## config.mk

```make
export PLATFORM = sky130hd
export DESIGN_NAME = nvp_programmer_flat
export DESIGN_NICKNAME = d
export VERILOG_FILES = /design/src/rtl/nvp_pkg.sv /design/src/rtl/nvp_link_if.sv /design/src/rtl/nvp_programmer.sv /design/src/flat_wrapper.sv
export SDC_FILE = /design/constraint.sdc
export NUM_CORES = 1
export LEC_CHECK = 0
export BUFFER_PORTS_ARGS = -buffer_cell sky130_fd_sc_hd__buf_2
export CORE_ASPECT_RATIO = 1.75
export CORE_UTILIZATION = 60
export DETAILED_ROUTE_END_ITERATION = 7
export PLACE_DENSITY_LB_ADDON = 0.08
export SYNTH_ARGS = -nofsm -noshare
export SYNTH_HDL_FRONTEND = slang
export SYNTH_SLANG_ARGS = --single-unit
export TNS_END_PERCENT = 5
```

## constraint.sdc

```tcl
create_clock -name mclk_i -period 4.05 [get_ports mclk_i]
set_clock_uncertainty 0.05 [all_clocks]
set_input_delay 0.405 -clock mclk_i [delete_from_list [all_inputs] [get_ports mclk_i]]
set_output_delay 0.405 -clock mclk_i [all_outputs]
set_load 0.005 [all_outputs]
```

## src/rtl/nvp_pkg.sv

```systemverilog
// shared constants and types for the non-volatile configuration programmer
package nvp_pkg;
   // device register indices on the link
   localparam logic [6:0] NVP_IDX_STATUS = 7'h70;
   localparam logic [6:0] NVP_IDX_STARTUP = 7'h73;
   localparam logic [6:0] NVP_IDX_CHIPCFG = 7'h74;
   localparam logic [6:0] NVP_IDX_CHECK = 7'h75;
   // status fields
   localparam int NVP_ST_WRITABLE = 0;
   localparam int NVP_ST_ERROR = 1;
   localparam int NVP_ST_CNT_LO = 2;
   localparam logic [5:0] NVP_CNT_MAX = 6'h3F;
   // crc parameters
   localparam logic [7:0] NVP_CRC_POLY = 8'h2F;
   localparam logic [7:0] NVP_CRC_INIT = 8'hFF;
   localparam logic [7:0] NVP_CRC_XOR = 8'hFF;
   // reset values of the cells
   localparam logic [7:0] NVP_RST_STARTUP = 8'h00;
   localparam logic [7:0] NVP_RST_CHIPCFG = 8'h00;
   // cell programming time
   localparam int NVP_PROG_TIME_US = 10;
   localparam int NVP_CLK_MHZ = 25;
   localparam int NVP_PROG_CYC = NVP_PROG_TIME_US * NVP_CLK_MHZ;
   // controller AHB register byte offsets
   localparam logic [7:0] NVP_A_CMD = 8'h00;
   localparam logic [7:0] NVP_A_WDATA = 8'h04;
   localparam logic [7:0] NVP_A_RDATA = 8'h08;
   localparam logic [7:0] NVP_A_IRQ_ST = 8'h0C;
   localparam logic [7:0] NVP_A_IRQ_EN = 8'h10;
   localparam logic [7:0] NVP_A_IRQ_CLR = 8'h14;
   localparam logic [7:0] NVP_A_BUSY = 8'h18;
   localparam int NVP_CMD_WR = 8;
   // crc step over one byte, msb first
   function automatic logic [7:0] nvp_crc_byte(input logic [7:0] crc, input logic [7:0] b);
      logic [7:0] d;
      d = crc ^ b;
      for (int j = 0; j < 8; j++) begin
         d = d[7] ? ({d[6:0], 1'b0} ^ NVP_CRC_POLY) : {d[6:0], 1'b0};
      end
      return d;
   endfunction
endpackage

```

## src/rtl/nvp_link_if.sv

```systemverilog
// register link between the controller and the programmer
`timescale 1ns/1ps
interface nvp_link_if;
   logic req;
   logic wr;
   logic [6:0] addr;
   logic [7:0] wdata;
   logic ack;
   logic [7:0] rdata;
   logic sys_rst;
   modport dev (input req, input wr, input addr, input wdata,
      output ack, output rdata, output sys_rst);
   modport ctl (output req, output wr, output addr, output wdata,
      input ack, input rdata, input sys_rst);
endinterface

```

## src/rtl/nvp_programmer.sv

```systemverilog
// device end: non-volatile configuration programmer
// Behaviour
// (RL1) only indices 0x73 and 0x74 are nonvolatile cells
// (RL2) program only in forced normal with presets
// (RL3) presets at reset set forced normal mode
// (RL4) preset restore gives system reset, forced normal
// (RL5) host writes cells then check byte
// (RL6) good check starts programming, bad aborts
// (RL7) programming completion issues system reset
// (RL8) cell reads invalid while programming
// (RL9) cells locked after completed programming
// (RL10) host limits programming to 200 cycles
// (RL11) status bit 0 is writable flag, preset 1
// (RL12) six-bit counter bits 7:2 saturates
// (RL13) counter full never blocks programming
// (RL14) status bit 1 reports programming error
// (RL15) crc over 0x73 then 0x74, msb first
// (RL16) crc 8 bits, polynomial 0x2F
// (RL17) crc starts 0xFF, final inversion
// (RL18) preset restore increments program counter
// (RL19) check byte ignored when preconditions fail
`timescale 1ns/1ps
module nvp_programmer
   import nvp_pkg::*;
(
   input wire logic mclk_i,
   input wire logic rst_i,
   nvp_link_if.dev link,
   input wire logic preset_restore_i,
   input wire logic prog_fail_i,
   output logic forced_normal_enable_o,
   output logic busy_o
);
   typedef enum logic [1:0] {NVP_IDLE, NVP_PROG, NVP_DONE} nvp_state_e;
   nvp_state_e state_q;
   logic [7:0] startup_q, chipcfg_q, check_q, rdata_q;
   logic [5:0] program_count_q;
   logic program_error_flag_q, nv_writable_flag_q, ack_q, sys_rst_q, fne_q;
   logic [$clog2(NVP_PROG_CYC+1)-1:0] tmr_q;
   // decode of link accesses
   wire wr_hit = link.req && link.wr;
   wire cell_wr_ok = wr_hit && nv_writable_flag_q && (state_q == NVP_IDLE); // see (RL9)
   wire wr_startup = cell_wr_ok && (link.addr == NVP_IDX_STARTUP); // see (RL1)
   wire wr_chipcfg = cell_wr_ok && (link.addr == NVP_IDX_CHIPCFG); // see (RL1)
   wire wr_check = wr_hit && (link.addr == NVP_IDX_CHECK);
   // preconditions: forced normal and cells at presets
   wire can_prog = fne_q && nv_writable_flag_q && (state_q == NVP_IDLE); // see (RL2) (RL19)
   wire [7:0] crc_expect = nvp_crc_byte(nvp_crc_byte(NVP_CRC_INIT, startup_q), chipcfg_q)
      ^ NVP_CRC_XOR; // see (RL15) (RL16) (RL17)
   wire crc_good = (link.wdata == crc_expect);
   wire start_prog = wr_check && can_prog && crc_good; // see (RL6) (RL13)
   wire [5:0] cnt_inc = (program_count_q == NVP_CNT_MAX) ? program_count_q
      : program_count_q + 6'h01; // see (RL12)
   wire prog_end = (state_q == NVP_PROG) && (tmr_q == '0);
   wire [7:0] status_w = {program_count_q, program_error_flag_q, nv_writable_flag_q}; // see (RL11)
   wire in_prog = (state_q == NVP_PROG);
   wire [7:0] rd_mux = (link.addr == NVP_IDX_STATUS) ? status_w :
      (link.addr == NVP_IDX_STARTUP) ? (in_prog ? 8'h00 : startup_q) : // see (RL8)
      (link.addr == NVP_IDX_CHIPCFG) ? (in_prog ? 8'h00 : chipcfg_q) : // see (RL8)
      (link.addr == NVP_IDX_CHECK) ? check_q : 8'h00;

   // cell contents and check byte
   always_ff @(posedge mclk_i or posedge rst_i) begin
      if (rst_i) begin
         startup_q <= NVP_RST_STARTUP;
         chipcfg_q <= NVP_RST_CHIPCFG;
         check_q <= 8'h00;
      end else begin
         if (preset_restore_i) begin
            startup_q <= NVP_RST_STARTUP;
            chipcfg_q <= NVP_RST_CHIPCFG;
         end else begin
            if (wr_startup) startup_q <= link.wdata;
            if (wr_chipcfg) chipcfg_q <= link.wdata;
         end
         if (wr_check) check_q <= link.wdata;
      end
   end

   // programming sequencer; rst_i resets status, preset_restore_i resets its flags, sys_rst_q touches none, so status survives the system reset
   always_ff @(posedge mclk_i or posedge rst_i) begin
      if (rst_i) begin
         state_q <= NVP_IDLE;
         tmr_q <= '0;
         program_count_q <= 6'h00;
         program_error_flag_q <= 1'b0;
         nv_writable_flag_q <= 1'b1; // see (RL11)
         sys_rst_q <= 1'b0;
         fne_q <= 1'b1; // see (RL3)
      end else begin
         sys_rst_q <= 1'b0;
         if (preset_restore_i) begin
            state_q <= NVP_IDLE;
            nv_writable_flag_q <= 1'b1;
            program_error_flag_q <= 1'b0;
            program_count_q <= cnt_inc; // see (RL18)
            sys_rst_q <= 1'b1; // see (RL4)
            fne_q <= 1'b1; // see (RL4)
         end else begin
            case (state_q)
               NVP_IDLE: begin
                  if (start_prog) begin
                     state_q <= NVP_PROG;
                     tmr_q <= ($clog2(NVP_PROG_CYC+1))'(NVP_PROG_CYC - 1);
                  end
               end
               NVP_PROG: begin
                  if (prog_end) begin
                     state_q <= NVP_DONE;
                     program_count_q <= cnt_inc; // see (RL12)
                     program_error_flag_q <= prog_fail_i; // see (RL14)
                     nv_writable_flag_q <= 1'b0; // see (RL9)
                     fne_q <= 1'b0;
                  end else begin
                     tmr_q <= tmr_q - 1'b1;
                  end
               end
               NVP_DONE: begin
                  sys_rst_q <= 1'b1; // see (RL7)
                  state_q <= NVP_IDLE;
               end
               default: state_q <= NVP_IDLE;
            endcase
         end
      end
   end

   // link answer one cycle after request
   always_ff @(posedge mclk_i or posedge rst_i) begin
      if (rst_i) begin
         ack_q <= 1'b0;
         rdata_q <= 8'h00;
      end else begin
         ack_q <= link.req && !ack_q;
         rdata_q <= rd_mux;
      end
   end

   assign link.ack = ack_q;
   assign link.rdata = rdata_q;
   assign link.sys_rst = sys_rst_q;
   assign forced_normal_enable_o = fne_q;
   assign busy_o = in_prog;
endmodule

```

## src/flat_wrapper.sv

```systemverilog
// flat-port wrapper written by rule: the top's interface ports become plain ports
module nvp_programmer_flat import nvp_pkg::*;
  (mclk_i, rst_i, preset_restore_i, prog_fail_i, forced_normal_enable_o, busy_o, link_req, link_wr, link_addr, link_wdata, link_ack, link_rdata, link_sys_rst);
  nvp_link_if link_i ();
  input wire logic mclk_i;
  input wire logic rst_i;
  input wire logic preset_restore_i;
  input wire logic prog_fail_i;
  output logic forced_normal_enable_o;
  output logic busy_o;
  input wire logic [$bits(link_i.req)-1:0] link_req;
  input wire logic [$bits(link_i.wr)-1:0] link_wr;
  input wire logic [$bits(link_i.addr)-1:0] link_addr;
  input wire logic [$bits(link_i.wdata)-1:0] link_wdata;
  output wire logic [$bits(link_i.ack)-1:0] link_ack;
  output wire logic [$bits(link_i.rdata)-1:0] link_rdata;
  output wire logic [$bits(link_i.sys_rst)-1:0] link_sys_rst;
  assign link_i.req = link_req;
  assign link_i.wr = link_wr;
  assign link_i.addr = link_addr;
  assign link_i.wdata = link_wdata;
  assign link_ack = link_i.ack;
  assign link_rdata = link_i.rdata;
  assign link_sys_rst = link_i.sys_rst;
  nvp_programmer u_core (.mclk_i(mclk_i), .rst_i(rst_i), .link(link_i), .preset_restore_i(preset_restore_i), .prog_fail_i(prog_fail_i), .forced_normal_enable_o(forced_normal_enable_o), .busy_o(busy_o));
endmodule
```

==> flow_summary.yaml <==
finish:
  drive_gt1_share_pct: 19.1
  area_delta_synth_final_pct: 8.92
  final_nets: 325
  layout_commonest_cell: "dfrtp_1"
  final_area_um2: 3240
  diodes: 0
  layout_common_cells: "dfrtp_1 (51), nor2_1 (37), buf_2 (32)"
timing:
  worst_pin_slew_ns: 1.06
  finalHoldViolCount: 0
  timing.final.crit_share_pct: 68.1
  setup_viol: 0
  min_period_ns: 2.76
  finalMaxSlewViolations: 0
  relSlewSlack_pct: 29.0
  rsz0062_at_grt: "false"
  finalSetupTns_ns: 0
  fmax_mhz: 363
routing:
  drcViolationCount: 0
  wl_mm: 6.61
  vias_per_cell: 6.12
  wl_per_cell_um: 18.6
  via_count: 2174
  first_pass_iters: 5
  drt_iter0_drc: 102
  drtAntennaViolNets: 0
clock_network:
  clkTransAtPathRegs_ns: 0.10
  cts_tree: "yes"
  cts-buffers-inserted: 5
  h-tree-depth: 2
  clkSinkCount: 52
  ctsLongestPathBuffers: 2
  cts_hold_buf: 0
  post_cts_buffers: 0
  ctsResizeCount: 0
  cts_root_buffer: "clkbuf_8"
  clk_latency_ns: 0.31
global_route:
  grt_pass1_vias: 2040
  grt_pass1_wl_mm: 10.5
  grt_usage_pct: 26.3
  grt_remaining_overflow: 0
  antenna_found_initial: 0
  grt_max_degree: 53
setup_path:
  r2r_end: "u_core.tmr_q[3]"
  slowest_delay_ns: 0.53
  setup.worst_path.class: "register to register"
  reg2regPathDepth: 7
  end_kind: "register"
  arrival_ns: 2.93
  crit_path_max_fanout: 9
  crit_start: "u_core.startup_q[1]"
  r2r_slack_ns: 1.29
  critPathLaunchType: "register"
  cp_cell_sequence: "xnor3_1, xnor3_1, or2_1, mux2_2, o2bb2ai_1, a21boi_2, a221oi_2"
  worst_path_max_delay_cell: "dfrtp_1"
  crit_top_cell: "xnor3_1"
  required_ns: 4.22
  r2r-start: "u_core.startup_q[1]"
yosys:
  synth_top_area_share_pct: 42.9
  synth_top_area_cell: "dfrtp_1"
  syn_nets: 300
  yosys_register_bits: 52
  avgSynthCellArea_um2: 10.7
  syn_area_um2: 2970
  synth_area_leaders: "dfrtp_1 (43%), xnor3_1 (7.6%), xnor2_1 (7.1%)"
  postSynthCellCount: 277
  yosysSeqAreaShare_pct: 43.8
  yosysWarnings: 0
  yosysUniqueCellTypes: 40
power_and_ir_drop:
  ir_drop_v: 0.000443
  power_density_nw_per_um2: 315
  p_leak_nw: 1.54
floorplan:
  fp.dieH_um: 95.1
  rows: 33
  ioPinCount: 33
  initial_utilization_pct: 63.2
  die_w_um: 55.2
  core_um2: 4710
  dieArea_um2: 5250
place:
  dpl_cell_area_um2: 3150
  port_buffers: 32
  place_congestion: 0.962
  hpwl_mm: 4.89
worst_hold_path:
  hold-path-endpoint: "u_core.program_error_flag_q"
  min_from: "prog_fail_i"
  hold_depth: 3
  min_path_type: "primary input to register"
flow_run:
  cap_violations: 0
outcome:
  outcome: "complete, no violations"
==> cell type report <==
class	count	area (µm²)
clock buffer	5	68.8
clock inverter	3	22.5
fill	391	1470
inverter	9	33.8
multi-input combinational	201	1580
sequential	52	1300
tap	52	65.1
timing repair buffer	33	168
==> synth_stat cells <==
| master | number |
|---|---|
| buf_1 | 1 |
| clkbuf_1 | 12 |
| a222oi_1 | 8 |
| mux2i_1 | 18 |
| nor2b_1 | 3 |
| o31ai_1 | 2 |
| o21bai_1 | 1 |
| a31oi_1 | 2 |
| and3_1 | 3 |
| xnor3_1 | 10 |
| xor2_1 | 9 |
| o221ai_1 | 1 |
| or2_1 | 1 |
| mux2_2 | 10 |
| nand3_1 | 6 |
| a21boi_2 | 1 |
| o22ai_1 | 2 |
| xnor2_1 | 24 |
| o21ai_0 | 3 |
| a22o_1 | 1 |
| or3_1 | 2 |
| nand4_1 | 7 |
| a21oi_1 | 15 |
| a21o_1 | 3 |
| ha_1 | 2 |
| nor2_1 | 37 |
| nor4b_1 | 1 |
| o2bb2ai_1 | 1 |
| buf_2 | 2 |
| nand2_1 | 11 |
| nor3_1 | 6 |
| xnor3_2 | 1 |
| nand4b_1 | 1 |
| dfrtp_1 | 51 |
| nand2b_1 | 4 |
| inv_1 | 9 |
| a221oi_2 | 3 |
| nand3b_1 | 1 |
| dfstp_2 | 1 |
| nor4bb_1 | 1 |
==> worst max-delay path by stage <==
stage,end,slack [ns]
floorplan,u_core.tmr_q[3],1.51
global placement,u_core.tmr_q[3],1.39
detailed placement,u_core.tmr_q[3],1.32
CTS,u_core.tmr_q[3],1.33
global route,u_core.tmr_q[3],1.15
finish,u_core.tmr_q[3],1.29
==> stage by stage <==
step | worst slack [ns] | util, % | cells | hold WS (ns) | power [mW]
5_1_grt | 1.15 | 68.8 | 355 | 0.303 | 1.07
4_1_cts | 1.33 | 68.8 | 355 | 0.295 | 1.03
3_5_place_dp | 1.32 | 66.9 | 347 | 0.371 | 0.727
3_3_place_gp | 1.39 | 66.9 | 347 | 0.356 | 0.722
6_report | 1.29 | 68.8 | 355 | 0.295 | 1.02
2_1_floorplan | 1.51 | - | 277 | 0.377 | 0.684
==> layer usage <==
layer / global-route usage (%) / up-vias / part of all wire (%)
met2: 48.1 / 57 / 55
met1: 31.0 / 1069 / 40
met3: 2.99 / 16 / 3.0
met4: 11.0 / 0 / 2.6
met5: 0 / - / 0
li1: - / 1032 / -
==> state kept, by name, summed over array words and instances (netlist names) <==
name and count:
u_core.tmr_q 8, u_core.link.sys_rst 1, u_core.startup_q 8, u_core.state_q 2
u_core.link.rdata 8, u_core.link.ack 1, u_core.program_count_q 6, u_core.program_error_flag_q 1
u_core.chipcfg_q 8, u_core.nv_writable_flag_q 1, u_core.check_q 8
==> power by group <==
part | internal (mW) | switching, mW | total (mW) | leakage, nW
Combinational | 0.0588 | 0.0599 | 0.119 | 0.807
Sequential | 0.556 | 0.0415 | 0.597 | 0.689
Clock | 0.124 | 0.180 | 0.304 | 0.0485
Total | 0.739 | 0.281 | 1.02 | 1.54
==> critical path: cells and delay by family (launching register included) <==
family           cells  cell delay [ns]
AO/OA/AOI/OAI        3             0.70
AND/OR/NAND/NOR      1             0.25
multiplexers         1             0.26
XOR/XNOR             2             0.89
flip-flops           1             0.53
==> logic make-up after synthesis <==
group | count (synthesis) | share of synthesized area [%]
compound gates | 43 | 10.9
xor+xnor | 44 | 18.1
fa+ha+maj | 2 | 0.841
buf+inv | 24 | 3.11
flops | 52 | 43.8
mux | 28 | 9.84
simple gates | 84 | 13.5
No activity file was read; power rests on OpenSTA's default activity.
